==> config.mk <==
export PLATFORM = sky130hd
export DESIGN_NAME = port_flow_control_config
export DESIGN_NICKNAME = d
export VERILOG_FILES = /design/src/design/port_fc_pkg.sv /design/src/design/port_flow_control_config.sv
export SDC_FILE = /design/constraint.sdc
export NUM_CORES = 1
export LEC_CHECK = 0
export ABC_AREA = 1
export BUFFER_PORTS_ARGS = -buffer_cell sky130_fd_sc_hd__buf_2
export CAP_MARGIN = 20
export CORE_MARGIN = 1
export CORE_UTILIZATION = 50
export DETAILED_ROUTE_END_ITERATION = 16
export PLACE_DENSITY = 0.84
export SYNTH_ARGS = -nofsm -noshare
export SYNTH_HDL_FRONTEND = slang
export SYNTH_SLANG_ARGS = --single-unit
==> constraint.sdc <==
create_clock -name i_mclk -period 2.3 [get_ports i_mclk]
set_input_delay 0 -clock i_mclk [delete_from_list [all_inputs] [get_ports i_mclk]]
set_output_delay 0 -clock i_mclk [all_outputs]
set_load 0.005 [all_outputs]
==> src/design/port_fc_pkg.sv <==
// Purpose: Shared constants and carriers for the port flow-control register block
// Assumes: 32-bit AXI4-Lite register access, one aligned word per register
// Notes:   Offsets, field positions and response codes live here only
package port_fc_pkg;

    localparam logic [11:0] PORT1_FLOW_CONTROL_OFFSET = 12'h1a0;
    localparam int          ADDR_W                    = 12;

    // Field positions inside the port flow-control word
    localparam int BP_EN_BIT      = 6;
    localparam int CUR_DUP_BIT    = 5;
    localparam int CUR_RX_BIT     = 4;
    localparam int CUR_TX_BIT     = 3;
    localparam int RX_EN_BIT      = 2;
    localparam int TX_EN_BIT      = 1;
    localparam int MANUAL_BIT     = 0;
    localparam logic [31:0] WRITABLE_MASK = 32'h0000_0047;

    // Values held during the asynchronous reset, before the straps are caught
    localparam logic RESET_BIT_VALUE = 1'b0;

    // Enabled edges after reset before the synchroniser shows real strap levels
    localparam logic [1:0] SYNC_FILL_CYCLES = 2'h2;

    // AXI response codes
    localparam logic [1:0] RESP_OKAY   = 2'h0;
    localparam logic [1:0] RESP_SLVERR = 2'h2;

    // Strap set for one port, as sampled at reset or rewritten by the loader
    typedef struct packed {
        logic backpressure_strap;
        logic full_duplex_pause_strap;
        logic manual_pause_strap;
    } strap_s;

    // Link state from the PHY side of the port
    typedef struct packed {
        logic half_duplex;
        logic autoneg_enable;
        logic autoneg_done;
        logic partner_rx_pause;
        logic partner_tx_pause;
    } link_s;

    // Flow-control controls driven into the port MAC
    typedef struct packed {
        logic backpressure_enable;
        logic rx_pause_active;
        logic tx_pause_active;
    } fc_ctrl_s;

endpackage

==> src/design/port_flow_control_config.sv <==
// Purpose: Port 1 flow-control configuration and status register on AXI4-Lite
// Assumes: Straps and link state arrive from pins or other domains and are synchronised
// Notes:   Clock enable low freezes every flip-flop including the bus handshake
`timescale 1ns/1ps
`default_nettype none

// Behaviour
// - Bit 6 turns half-duplex backpressure on the port on when 1 and off when 0.
// - Read-only bit 5 shows the real duplex, 0 for full and 1 for half.
// - Read-only bit 4 shows whether receive pause handling is active now.
// - Read-only bit 3 shows whether transmit pause generation is active now.
// - Bit 2 enables pause frame detection, used only in manual mode or without autoneg.
// - Bit 1 enables pause frame generation, used only in manual mode or without autoneg.
// - With manual select 0 and autoneg on, the negotiated result rules and bits 2 and 1 do not.
// - With manual select 1, bits 2 and 1 alone set flow control while in full duplex.
// - The writable bits take their reset values from straps caught at reset; the status bits reset to 0 and follow the link.
// - When the loader rewrites the straps, the register fields take the new strap values.
// - The status bits follow the flow control actually in force, manual or negotiated.
// - Writes here never touch the PHY autoneg advertisement flow-control values.
module port_flow_control_config
    import port_fc_pkg::*;
#(
    // Word offset of this port's register; the other ports reuse the block
    parameter logic [ADDR_W-1:0] REG_OFFSET = PORT1_FLOW_CONTROL_OFFSET
)
(
    input  wire logic              i_mclk,
    input  wire logic              i_nrst,
    input  wire logic              i_ce,
    // AXI4-Lite slave
    input  wire logic [ADDR_W-1:0] i_awaddr,
    input  wire logic              i_awvalid,
    output logic                   o_awready,
    input  wire logic [31:0]       i_wdata,
    input  wire logic [3:0]        i_wstrb,
    input  wire logic              i_wvalid,
    output logic                   o_wready,
    output logic [1:0]             o_bresp,
    output logic                   o_bvalid,
    input  wire logic              i_bready,
    input  wire logic [ADDR_W-1:0] i_araddr,
    input  wire logic              i_arvalid,
    output logic                   o_arready,
    output logic [31:0]            o_rdata,
    output logic [1:0]             o_rresp,
    output logic                   o_rvalid,
    input  wire logic              i_rready,
    // Straps, loader rewrite event and link state, all asynchronous
    input  wire strap_s            i_straps,
    input  wire logic              i_strap_reload_toggle,
    input  wire link_s             i_link,
    // Controls into the port MAC
    output var fc_ctrl_s           o_fc_ctrl
);

    localparam int SYNC_W = $bits(strap_s) + 1 + $bits(link_s);

    // Elaboration guard: the decode compares whole words, never the low two bits
    if (REG_OFFSET[1:0] != 2'h0) begin : g_offset_check
        $error("REG_OFFSET must be word aligned");
    end

    // Two-stage synchroniser for every asynchronous input
    // Straps share it with the toggle; they settle before the toggle moves
    logic [SYNC_W-1:0] sync1_reg;
    logic [SYNC_W-1:0] sync2_reg;
    strap_s            straps_s;
    logic              reload_tog_s;
    link_s             link_sy;

    always_ff @(posedge i_mclk or negedge i_nrst) begin
        if (!i_nrst) begin
            sync1_reg <= '0;
            sync2_reg <= '0;
        end else if (i_ce) begin
            sync1_reg <= {i_straps, i_strap_reload_toggle, i_link};
            sync2_reg <= sync1_reg;
        end
    end

    assign {straps_s, reload_tog_s, link_sy} = sync2_reg;

    // Strap capture: third enabled edge after release, once the synchroniser has filled, then on every loader toggle
    logic       capture_done_reg;
    logic       reload_tog_seen_reg;
    logic       load_straps;
    logic [1:0] sync_fill_reg;

    always_ff @(posedge i_mclk or negedge i_nrst) begin
        if (!i_nrst) begin
            capture_done_reg    <= 1'b0;
            reload_tog_seen_reg <= 1'b0;
        end else if (i_ce) begin
            // Waits two cycles so the synchroniser holds real strap levels
            capture_done_reg    <= capture_done_reg | (sync_fill_reg == SYNC_FILL_CYCLES);
            reload_tog_seen_reg <= reload_tog_s;
        end
    end

    // Fill count: edges the synchroniser needs before straps can be trusted
    always_ff @(posedge i_mclk or negedge i_nrst) begin
        if (!i_nrst) begin
            sync_fill_reg <= 2'h0;
        end else if (i_ce && sync_fill_reg != SYNC_FILL_CYCLES) begin
            sync_fill_reg <= sync_fill_reg + 2'h1;
        end
    end

    // One-cycle load pulse; the toggle is only trusted once capture is done
    assign load_straps = (!capture_done_reg && sync_fill_reg == SYNC_FILL_CYCLES)
                       || (capture_done_reg && reload_tog_s != reload_tog_seen_reg);

    // AXI write channel: address and data taken in either order
    logic                  aw_held_reg;
    logic                  w_held_reg;
    logic [ADDR_W-1:0]     awaddr_reg;
    logic [31:0]           wdata_reg;
    logic [3:0]            wstrb_reg;
    logic                  do_write;

    // Readies drop with the clock enable, so no item is lost while frozen
    assign o_awready = i_ce && !aw_held_reg && !o_bvalid;
    assign o_wready  = i_ce && !w_held_reg && !o_bvalid;
    assign do_write  = aw_held_reg && w_held_reg && !o_bvalid;

    // Write address slot
    always_ff @(posedge i_mclk or negedge i_nrst) begin
        if (!i_nrst) begin
            aw_held_reg <= 1'b0;
            awaddr_reg  <= '0;
        end else if (i_ce) begin
            if (i_awvalid && o_awready) begin
                aw_held_reg <= 1'b1;
                awaddr_reg  <= i_awaddr;
            end else if (do_write) begin
                aw_held_reg <= 1'b0;
            end
        end
    end

    // Write data slot; may fill before or after the address
    always_ff @(posedge i_mclk or negedge i_nrst) begin
        if (!i_nrst) begin
            w_held_reg <= 1'b0;
            wdata_reg  <= 32'h0000_0000;
            wstrb_reg  <= 4'h0;
        end else if (i_ce) begin
            if (i_wvalid && o_wready) begin
                w_held_reg <= 1'b1;
                wdata_reg  <= i_wdata;
                wstrb_reg  <= i_wstrb;
            end else if (do_write) begin
                w_held_reg <= 1'b0;
            end
        end
    end

    // Word decode shared by reads and writes
    function automatic logic hits_reg(input logic [ADDR_W-1:0] addr);
        return addr[ADDR_W-1:2] == REG_OFFSET[ADDR_W-1:2];
    endfunction

    // Write response; unmapped word answers SLVERR
    // Set cannot meet a clear: do_write needs bvalid low
    always_ff @(posedge i_mclk or negedge i_nrst) begin
        if (!i_nrst) begin
            o_bvalid <= 1'b0;
            o_bresp  <= RESP_OKAY;
        end else if (i_ce) begin
            if (do_write) begin
                o_bvalid <= 1'b1;
                o_bresp  <= hits_reg(awaddr_reg) ? RESP_OKAY : RESP_SLVERR;
            end else if (i_bready) begin
                o_bvalid <= 1'b0;
            end
        end
    end

    // Writable control bits; only byte lane 0 carries them
    logic backpressure_enable_reg;
    logic rx_pause_enable_reg;
    logic tx_pause_enable_reg;
    logic manual_pause_select_reg;
    logic sw_write;

    // Lane 0 masked: the write still answers OKAY but changes nothing
    assign sw_write = do_write && hits_reg(awaddr_reg) && wstrb_reg[0];

    always_ff @(posedge i_mclk or negedge i_nrst) begin
        if (!i_nrst) begin
            backpressure_enable_reg <= RESET_BIT_VALUE;
            rx_pause_enable_reg     <= RESET_BIT_VALUE;
            tx_pause_enable_reg     <= RESET_BIT_VALUE;
            manual_pause_select_reg <= RESET_BIT_VALUE;
        end else if (i_ce) begin
            if (load_straps) begin
                // Strap load wins over a write in the same cycle: it is the rarer event
                backpressure_enable_reg <= straps_s.backpressure_strap;
                rx_pause_enable_reg     <= straps_s.full_duplex_pause_strap;
                tx_pause_enable_reg     <= straps_s.full_duplex_pause_strap;
                manual_pause_select_reg <= straps_s.manual_pause_strap;
            end else if (sw_write) begin
                // Status and reserved bits of the write are dropped
                backpressure_enable_reg <= wdata_reg[BP_EN_BIT];
                rx_pause_enable_reg     <= wdata_reg[RX_EN_BIT];
                tx_pause_enable_reg     <= wdata_reg[TX_EN_BIT];
                manual_pause_select_reg <= wdata_reg[MANUAL_BIT];
            end
        end
    end

    // Flow control in force: manual bits or negotiated partner result
    logic use_manual;
    logic rx_active_next;
    logic tx_active_next;

    always_comb begin
        use_manual = manual_pause_select_reg || !link_sy.autoneg_enable;
        if (link_sy.half_duplex) begin
            // Pause frames mean nothing in half duplex
            rx_active_next = 1'b0;
            tx_active_next = 1'b0;
        end else if (use_manual) begin
            rx_active_next = rx_pause_enable_reg;
            tx_active_next = tx_pause_enable_reg;
        end else begin
            // Partner result counts only once negotiation has completed
            rx_active_next = link_sy.autoneg_done && link_sy.partner_rx_pause;
            tx_active_next = link_sy.autoneg_done && link_sy.partner_tx_pause;
        end
    end

    // Status and MAC controls registered from the same terms
    logic current_duplex_reg;
    logic current_rx_pause_active_reg;
    logic current_tx_pause_active_reg;

    always_ff @(posedge i_mclk or negedge i_nrst) begin
        if (!i_nrst) begin
            current_duplex_reg          <= RESET_BIT_VALUE;
            current_rx_pause_active_reg <= RESET_BIT_VALUE;
            current_tx_pause_active_reg <= RESET_BIT_VALUE;
        end else if (i_ce) begin
            current_duplex_reg          <= link_sy.half_duplex;
            current_rx_pause_active_reg <= rx_active_next;
            current_tx_pause_active_reg <= tx_active_next;
        end
    end

    // MAC controls; backpressure matters only in half duplex
    always_ff @(posedge i_mclk or negedge i_nrst) begin
        if (!i_nrst) begin
            o_fc_ctrl <= '0;
        end else if (i_ce) begin
            o_fc_ctrl.backpressure_enable <= backpressure_enable_reg && link_sy.half_duplex;
            o_fc_ctrl.rx_pause_active     <= rx_active_next;
            o_fc_ctrl.tx_pause_active     <= tx_active_next;
        end
    end

    // No path from here to the PHY advertisement: it has no output toward it

    // Read word assembly, reserved bits zero
    // Fields read straight from the registers, no extra delay
    logic [31:0] read_word;

    always_comb begin
        read_word             = 32'h0000_0000;
        read_word[BP_EN_BIT]  = backpressure_enable_reg;
        read_word[CUR_DUP_BIT] = current_duplex_reg;
        read_word[CUR_RX_BIT] = current_rx_pause_active_reg;
        read_word[CUR_TX_BIT] = current_tx_pause_active_reg;
        read_word[RX_EN_BIT]  = rx_pause_enable_reg;
        read_word[TX_EN_BIT]  = tx_pause_enable_reg;
        read_word[MANUAL_BIT] = manual_pause_select_reg;
    end

    // Read channel: one cycle to answer, held until rready
    // Arready waits for the clock enable too, like the write side
    assign o_arready = i_ce && !o_rvalid;

    always_ff @(posedge i_mclk or negedge i_nrst) begin
        if (!i_nrst) begin
            o_rvalid <= 1'b0;
            o_rdata  <= 32'h0000_0000;
            o_rresp  <= RESP_OKAY;
        end else if (i_ce) begin
            if (i_arvalid && o_arready) begin
                o_rvalid <= 1'b1;
                o_rdata  <= hits_reg(i_araddr) ? read_word : 32'h0000_0000;
                o_rresp  <= hits_reg(i_araddr) ? RESP_OKAY : RESP_SLVERR;
            end else if (i_rready) begin
                o_rvalid <= 1'b0;
            end
        end
    end

endmodule

`default_nettype wire

==> metrics.md, run 1 <==
| Metric | Value |
|---|---|
| FMAX | `606 MHz` |
| Post-CTS setup repair buffer count | `0` |
| Drt first pass iters | `5` |
| Syn avg cell area | `8.43 um^2` |
| Initial DRC Count | `71` |
| Netlist cell types | `25` |
| Ports | `121` |
| Seq/Total Area, Yosys | `0.542` |
| Routed WL | `5.21 mm` |
| Worst skew pair latency | `330 ps` |
| Final HPWL DP | `3.12 mm` |
| RSZ-0062 raised after global routing | `no` |
| Worst min path class | `in2reg` |
| ANT cells | `0` |
| Status | `finished, final reports clean` |
| Required @ worst endpoint | `2570 ps` |
| Initial Utilization | `0.521` |
| Total power | `3.03 mW` |
| IO buf count | `58` |
| Placed Area | `2910 um^2` |
| Placeable Area | `5140 um^2` |
| Synth top area share | `0.542` |
| Largest net degree at the start of global routing | `59` |
| Mapped Cells | `318` |
| #FFs+latches synth | `58` |
| CP max stage delay | `570 ps` |
| Max reg flops | `10` |
| Worst-path fanout max | `11` |
| Crit-path cells | `nor2_2, inv_2, nor2_1, buf_4, nand3_1, dlygate4sd3_1, nand2_1` |
| Synth-to-Final Area Change | `31.4%` |
| GRT Total Usage | `0.209` |
| Maxcap violations | `0` |
| Vias per cell | `4.54` |
| Final hold slack | `31.8 ps` |
| PwrDens | `860 nW/um^2` |
| Vias | `2,243` |
| Setup TNS | `0 ps` |
| Die height | `75.2 um` |
| Initial antenna violation count | `0` |
| Rel. slew slack | `0.532` |
| DRT antenna net count | `0` |
| Worst Path Buf+Inv | `3` |
| Top Family by Delay on Critical Path | `buffers and inverters` |
| Final Max Slew Viols | `0` |
| Number of flops mapped to enable cells by yosys | `0` |
| Synth area leaders | `dfrtp_1 54%, nand2_1 18%, buf_4 8.1%` |
| Reg clk slew, reported paths | `60 ps` |
| Die area | `5660 um^2` |
| Final Cycle Share | `0.717` |
| DRC errors left | `0` |
| Worst vdd ir | `666 uV` |
| WS Path Type | `reg2reg` |
| Area leader, netlist | `dfrtp_1` |
| Final min period | `1650 ps` |
| Startpoint types | `flip-flop` |
| Worst setup EP type | `flip-flop` |
| Clock Tree Buf Depth | `2` |
| # rows | `26` |
| Vias in the first global route | `2,091` |
| Fraction of registers with async set/reset | `1.00` |
| Placer congestion estimate | `0.814` |
| Setup slack, reg-to-reg | `650 ps` |
| First-pass GRT wire length | `8.54 mm` |
| PostCTS Resize Cnt | `0` |
| Total gr overflow | `0` |
| Clock Skew | `6.49 ps` |
| Main synth FF type | `dfrtp_1` |
| Clk Tree Root Cell | `clkbuf_8` |
| Num CTS Buffers | `9` |
| Share of layout cells above drive strength 1 | `0.191` |
| Nets | `497` |
| Leakage power | `1.93 nW` |
| Fin area | `3520 um^2` |
| Synth warn | `0` |
| Final Setup Violations | `0` |
| Worst-Margin Slew | `702 ps` |
| CTS tree | `built` |
| Clock sinks | `58` |
| Drt wl/cell | `10.5 um` |
| H-tree level count | `3` |
| Horiz. Die Dim | `75.2 um` |
| Final Hold Viols | `0` |
| Worst Path Arrival | `1920 ps` |
| Post-synthesis cell area | `2680 um^2` |
| Highest-delay cell along the critical path | `dlygate4sd3_1` |
## path summary, 6_finish.rpt
| path | from | end | cells past startpoint |
|---|---|---|---|
| max | o_bvalid$_DFFE_PN0P_ | awaddr_reg[10]$_DFFE_PN0P_ | 7 |
| min | i_awvalid | awaddr_reg[6]$_DFFE_PN0P_ | 3 |
| max reg2reg | o_bvalid$_DFFE_PN0P_ | awaddr_reg[10]$_DFFE_PN0P_ | 7 |
| min reg2reg | sync1_reg[8]$_DFFE_PN0P_ | sync1_reg[8]$_DFFE_PN0P_ | 2 |
| max in group asynchronous | i_nrst | sync1_reg[1]$_DFFE_PN0P_ | 3 |
| min in group asynchronous | i_nrst | o_rvalid$_DFFE_PN0P_ | 3 |
## power by group
part           internal (mW)  switching (mW)
logic                  0.293           0.376
registers               1.27           0.159
clock network          0.559           0.368
total                   2.13           0.903
## per-stage QoR
stage               cells   util  setup slack [ps]
floorplan             344      -              1040
global placement      437  0.567               857
detailed placement    437  0.567               867
CTS                   494  0.685               676
global route          494  0.685               522
finish                494  0.685               650
## kinds of logic (layout without fill, tap and decap cells)
| kind of cell | after synthesis | after routing | synth area share |
|---|---|---|---|
| flops | 58 | 58 | 0.542 |
| xor+xnor | 1 | 1 | 0.00327 |
| simple gates | 175 | 175 | 0.275 |
| fa+ha+maj | 1 | 1 | 0.00467 |
| compound gates | 22 | 22 | 0.0434 |
| other cells | 1 | 27 | 0.00140 |
| buf+inv | 60 | 140 | 0.130 |
## worst register-to-register path: stages (launching register included)
cell and delay (ps):
dfrtp_1 410, nor2_2 130, inv_2 60, nor2_1 100
buf_4 180, nand3_1 80, dlygate4sd3_1 570, nand2_1 70
## synth_stat cells (all sizes together) (2+ instances only)
master / number
nand2: 128
dfrtp: 58
buf: 34
nand3: 23
inv: 22
nor2: 21
o21ai: 16
clkbuf: 4
a21oi: 3
o211ai: 2
## placed cells by master (no fill, tap or decap)
cell type	n
dfrtp_1	58
buf_4	3
dlygate4sd3_1	41
buf_2	58
inv_2	1
nand3b_1	1
clkinv_2	1
a31oi_1	1
xor2_1	1
bufinv_16	1
nand2_1	127
nand3_1	23
clkbuf_1	3
nor3_4	1
inv_4	1
o211ai_1	2
nand2_4	1
nor2_1	18
nand4_1	1
o21ai_0	16
nor2_4	1
nor2_2	1
nor2_8	1
clkbuf_8	11
conb_1	27
ha_1	1
a21oi_1	3
inv_1	20
## timing repair
action	CTS	global route
hold buffers	41	0
endpoints found under the hold margin	86	0
endpoints found under the setup margin	0	0
## area by class of cell
cell class,count,area [um^2]
clock buffers,14,163
multi-input cells,226,977
inverters,22,85.1
clock inverters,2,35.0
repair buffers,102,723
well taps,70,87.6
flip-flops and latches,58,1450
fillers,407,1620
## metal layers
metal	GRT usage	wire length (um)
met1	0.233	2220
met2	0.366	2640
met3	0.0696	285
met4	0.0885	59
met5	0	0
Note: power is estimated with default switching activity, not from simulation.
==> run 2, diff against run 1 <==
- CORE_UTILIZATION: 50 -> 47
- PLACE_DENSITY: 0.84 -> 0.8
- clock period: 2.3 -> 1.61 ns (I/O delays scaled with it)
==> metrics.md, run 2 (synthesized netlist as in run 1, its figures left out) <==
| Metric | Value |
|---|---|
| Status | `finished, final reports clean` |
| Crit-path cells | `nor2_2, inv_2, nor2_4, nand3_1, dlygate4sd3_1, nand2_1` |
| R2r startpoint | `o_bvalid$_DFFE_PN0P_` |
| IO buf count | `58` |
| Worst skew pair latency | `330 ps` |
| Worst-Margin Slew | `516 ps` |
| Synth-to-Final Area Change | `28.8%` |
| Final Hold Viols | `0` |
| Ports | `121` |
| CP max stage delay | `570 ps` |
| Placeable Area | `5510 um^2` |
| Final HPWL DP | `3.34 mm` |
| Most frequent cells in the layout | `127 x nand2_1, 58 x dfrtp_1, 58 x buf_2, 32 x dlygate4sd3_1, 27 x conb_1` |
| Drt first pass iters | `4` |
| ANT cells | `0` |
| Share of layout cells above drive strength 1 | `0.202` |
| Worst setup path startpoint | `o_bvalid$_DFFE_PN0P_` |
| Initial DRC Count | `110` |
| Highest-delay cell along the critical path | `dlygate4sd3_1` |
| Final Setup Violations | `0` |
| Worst Path Arrival | `1800 ps` |
| Worst setup EP type | `flip-flop` |
| Max reg flops | `10` |
| Reg-to-Reg End | `wdata_reg[0]$_DFFE_PN0P_` |
| DRC errors left | `0` |
| Num CTS Buffers | `9` |
| Maxcap violations | `0` |
| Post-Layout Cell Count | `488` |
| Reg clk slew, reported paths | `60 ps` |
| Nets | `489` |
| Clock Skew | `8.47 ps` |
| Clock sinks | `58` |
| Leakage power | `1.92 nW` |
| DRT antenna net count | `0` |
| Post-CTS setup repair buffer count | `0` |
| Drt wl/cell | `10.6 um` |
| Vias | `2,201` |
| Register area | `1450 um^2` |
| GRT Total Usage | `0.191` |
| Total gr overflow | `0` |
| Initial antenna violation count | `0` |
| Vias in the first global route | `2,081` |
| WS Path Type | `reg2reg` |
| Setup slack, reg-to-reg | `80 ps` |
| RSZ-0062 raised after global routing | `no` |
| Final Max Slew Viols | `0` |
| FMAX | `652 MHz` |
| Worst-path fanout max | `6` |
| Final Cycle Share | `0.953` |
| Most common library cell in the layout ignoring fill and taps | `nand2_1` |
| Worst Setup EP | `wdata_reg[0]$_DFFE_PN0P_` |
| PwrDens | `1230 nW/um^2` |
| Fillcell total | `483` |
| Die area | `6010 um^2` |
| Largest net degree at the start of global routing | `38` |
| Worst min path class | `in2reg` |
| Clock Tree Buf Depth | `2` |
| Startpoint types | `flip-flop` |
| Multi-input logic area | `982 um^2` |
| Hold path cells | `4` |
| Setup TNS | `0 ps` |
| Worst reg2reg path depth | `6` |
| Required @ worst endpoint | `1870 ps` |
| H-tree level count | `3` |
| # rows | `27` |
| Horiz. Die Dim | `77.5 um` |
| Final hold slack | `28.9 ps` |
| First-pass GRT wire length | `8.81 mm` |
| DP Cell Count | `439` |
| Final min period | `1530 ps` |
| Die height | `77.5 um` |
| Initial Utilization | `0.487` |
| Worst vdd ir | `857 uV` |
| Clk Tree Root Cell | `clkbuf_8` |
| CTS tree | `built` |
| Rel. slew slack | `0.656` |
| Routed WL | `5.17 mm` |
| Placer congestion estimate | `0.697` |
| Vias per cell | `4.51` |
==> run 2: cell type report <==
type,count,area share
inverter,22,0.0246
sequential,58,0.420
timing repair buffer,94,0.191
clock buffer,10,0.0370
multi-input combinational,226,0.285
clock inverter,6,0.0167
tap,72,0.0261
==> run 2: repair_timing <==
| item | CTS | global route |
|---|---|---|
| hold endpoints to repair | 47 | 0 |
| hold buffers | 33 | 0 |
| gates resized for setup | 0 | 2 |
| endpoints found under the setup margin | 0 | 2 |
==> run 2: metal layers <==
metal / vias up / share of wire / GRT usage / wire length, um
met5: - / 0 / 0 / 0
met4: 0 / 0.0089 / 0.0792 / 46
met3: 7 / 0.055 / 0.0471 / 286
met2: 69 / 0.51 / 0.329 / 2620
met1: 1009 / 0.43 / 0.226 / 2220
li1: 1116 / - / - / -
==> run 2: how the worst min path moves through the flow <==
stage,startpoint,endpoint,slack [ps]
final,i_arvalid,o_rdata[6]$_DFFE_PN0P_,30
after global routing,i_arvalid,o_rresp[1]$_DFFE_PN0P_,50
after CTS,i_arvalid,o_rdata[6]$_DFFE_PN0P_,30
after detailed placement,i_nrst,o_rdata[1]$_DFFE_PN0P_,-3
after global placement,i_nrst,o_rdata[1]$_DFFE_PN0P_,-8
after floorplan,i_nrst,aw_held_reg$_DFFE_PN0P_,-300
==> run 2: stage by stage <==
stage	utilization	setup slack (ps)	power [mW]	cell area, um^2
6_report	0.627	76.5	4.24	3450
5_1_grt	0.627	16.5	4.56	3450
4_1_cts	0.626	111	4.26	3440
3_5_place_dp	0.532	201	2.93	2930
3_3_place_gp	0.532	241	2.88	2930
2_1_floorplan	-	355	2.69	2780
==> run 2: where the power goes <==
group / total [mW] / internal, mW / switching, mW
Clock: 1.26 / 0.703 / 0.553
Sequential: 2.05 / 1.82 / 0.232
Combinational: 0.932 / 0.402 / 0.530
==> run 2: worst max-delay path: cells and delay by family, from the launching register on <==
family                 cells  cell delay [ps]
flip-flops                 1              410
buffers and inverters      2              630
AND/OR/NAND/NOR            4              440
==> run 3, diff against run 2 <==
- ABC_AREA: 1 -> default
==> metrics.md, run 3 <==
| Metric | Value |
|---|---|
| Initial Utilization | `0.501` |
| Clock Skew | `6.37 ps` |
| Worst setup EP type | `flip-flop` |
| ANT cells | `0` |
| Mapped Cells | `199` |
| Worst skew pair latency | `330 ps` |
| Initial antenna violation count | `0` |
| Fillcell total | `407` |
| First-pass GRT wire length | `8.49 mm` |
| RSZ-0062 raised after global routing | `yes` |
| Synth top area share | `0.550` |
| Share of layout cells above drive strength 1 | `0.444` |
| Vias per cell | `4.75` |
| #FFs+latches synth | `58` |
| Most common cell in the synthesized netlist | `dfrtp_1` |
| Worst-path fanout max | `5` |
| Top post-synthesis cells by count | `58 x dfrtp_1, 43 x mux2_2, 30 x buf_4` |
| Leakage power | `1.69 nW` |
| Total power | `4.62 mW` |
| Clk Tree Root Cell | `clkbuf_8` |
| Worst Path Arrival | `1810 ps` |
| FMAX | `625 MHz` |
| GRT Total Usage | `0.190` |
| Status | `finished, final reports clean` |
| CTS tree | `built` |
| Max reg flops | `10` |
| Num CTS Buffers | `9` |
| Main synth FF type | `dfrtp_1` |
| Maxcap violations | `0` |
| DRC errors left | `0` |
| Setup TNS | `0 ps` |
| Drt first pass iters | `4` |
| Placeable Area | `5270 um^2` |
| CP max stage delay | `370 ps` |
| DRT antenna net count | `0` |
| Final Setup Violations | `0` |
| Worst min path class | `in2reg` |
| Reg clk slew, reported paths | `60 ps` |
| Synth-to-Final Area Change | `31.7%` |
| Clock sinks | `58` |
| Die area | `5920 um^2` |
| Horiz. Die Dim | `77.0 um` |
| Clock Tree Buf Depth | `2` |
| # rows | `26` |
| Final Cycle Share | `0.994` |
| PwrDens | `1330 nW/um^2` |
| Netlist cell types | `33` |
| Required @ worst endpoint | `1820 ps` |
| Final Hold Viols | `0` |
| Placer congestion estimate | `0.729` |
| Synth warn | `0` |
| Vias | `1,776` |
| IO buf count | `58` |
| Die height | `77.0 um` |
| Nets | `377` |
| Final HPWL DP | `3.35 mm` |
| Syn avg cell area | `13.3 um^2` |
| Seq/Total Area, Yosys | `0.550` |
| Routed WL | `4.84 mm` |
| Synth area leaders | `dfrtp_1 55%, mux2_2 18%, buf_4 8.5%` |
| Drt wl/cell | `12.9 um` |
| Worst Path Buf+Inv | `1` |
| Most frequent cells in the layout | `58 x dfrtp_1, 58 x buf_2, 43 x mux2_2, 29 x dlygate4sd3_1, 27 x conb_1` |
| Highest-delay cell along the critical path | `mux2_2` |
| WS Path Type | `reg2reg` |
| H-tree level count | `3` |
| Top Family by Delay on Critical Path | `multiplexers` |
| Vias in the first global route | `1,759` |
| Largest net degree at the start of global routing | `22` |
| Ports | `121` |
| Number of flops mapped to enable cells by yosys | `0` |
| Initial DRC Count | `52` |
| Fraction of registers with async set/reset | `1.00` |
| Worst vdd ir | `632 uV` |
| Total gr overflow | `0` |
| Crit-path cells | `inv_1, ha_1, mux2i_4, mux2_2, mux2_2` |
| Startpoint types | `flip-flop` |
| Area leader, netlist | `dfrtp_1` |
| Final min period | `1600 ps` |
| Final Max Slew Viols | `0` |
| Cell repeated most along the worst path | `mux2_2` |
| Post-synthesis cell area | `2640 um^2` |
==> run 3: changes by cell type after synthesis, sizes merged, moves of 3 or more <==
cell	change
a22o	+7
and3	+3
clkbuf	-3
inv	-17
mux2	+43
nand2	-123
nand2b	+4
nand3	-22
nor2	-17
nor2b	+4
nor4b	+3
o21ai	-14
==> run 3: cells by family after synthesis <==
kind of cell               synth area share
AOI/OAI and AO/OA                    0.0540
xor gates and xnor gates            0.00663
adders and majority gates           0.00474
buffers and inverters                 0.101
DFF                                   0.550
muxes                                 0.189
other                               0.00142
and+or+nand+nor                      0.0938
==> run 3: through the flow <==
stage                     utilization  instance area [um^2]  setup slack [ps]  hold WS, ps  instances
after CTS                       0.660                  3480              10.1         59.3        374
final                           0.660                  3480              10.4         66.8        374
after global routing            0.660                  3480             -74.0         68.7        374
after global placement          0.561                  2960             -8.25        -29.1        328
after floorplan                     -                  2740              5.33         -296        225
after detailed placement        0.561                  2960             -44.1        -22.2        328
==> run 3: layout make-up <==
type	count	area (um^2)	area share
Sequential cell	58	1450	0.417
Tap cell	70	87.6	0.0252
Clock inverter	1	5.00	0.00144
Inverter	5	18.8	0.00540
Clock buffer	15	196	0.0565
Timing Repair Buffer	98	676	0.194
Multi-Input combinational cell	127	1040	0.300
==> run 3: power by group <==
part / switching [mW] / internal (mW)
sequential: 0.314 / 1.87
clock: 0.535 / 0.768
combinational: 0.424 / 0.716
total: 1.27 / 3.35
==> run 3: path summary, 6_finish.rpt <==
check                      cells past startpoint                    startpoint                         endpoint  slack (ps)
min                                            4                   i_araddr[6]           o_rresp[1]$_DFFE_PN0P_          70
min reg2reg                                    1        o_bresp[1]$_DFFE_PN0P_           o_bresp[1]$_DFFE_PN0P_         490
max in group asynchronous                      3                        i_nrst         sync1_reg[6]$_DFFE_PN0P_         840
max reg2reg                                    5  sync_fill_reg[0]$_DFFE_PN0P_  tx_pause_enable_reg$_DFFE_PN0P_          10
max                                            5  sync_fill_reg[0]$_DFFE_PN0P_  tx_pause_enable_reg$_DFFE_PN0P_          10
min in group asynchronous                      2                        i_nrst         sync2_reg[8]$_DFFE_PN0P_         150
==> run 3: what timing repair did <==
item / in CTS / in global routing
hold buffers: 29 / 0
resized for setup: 3 / 0
endpoints found under the hold margin: 47 / 0
pin swaps: 2 / 0
endpoints found under the setup margin: 4 / 4
buffers inserted: 1 / 0
==> run 3: routing by layer <==
metal,vias up,part of all wire,track usage
met2,67,0.48,0.287
met5,-,0,0
met1,862,0.45,0.243
met4,0,0.022,0.0962
li1,838,-,-
met3,9,0.052,0.0619
==> run 3: tightest hold or removal path, stage by stage <==
cell and delay [ps]:
buf_2 80, or4b_4 120, nor3_4 50, a21oi_1 100
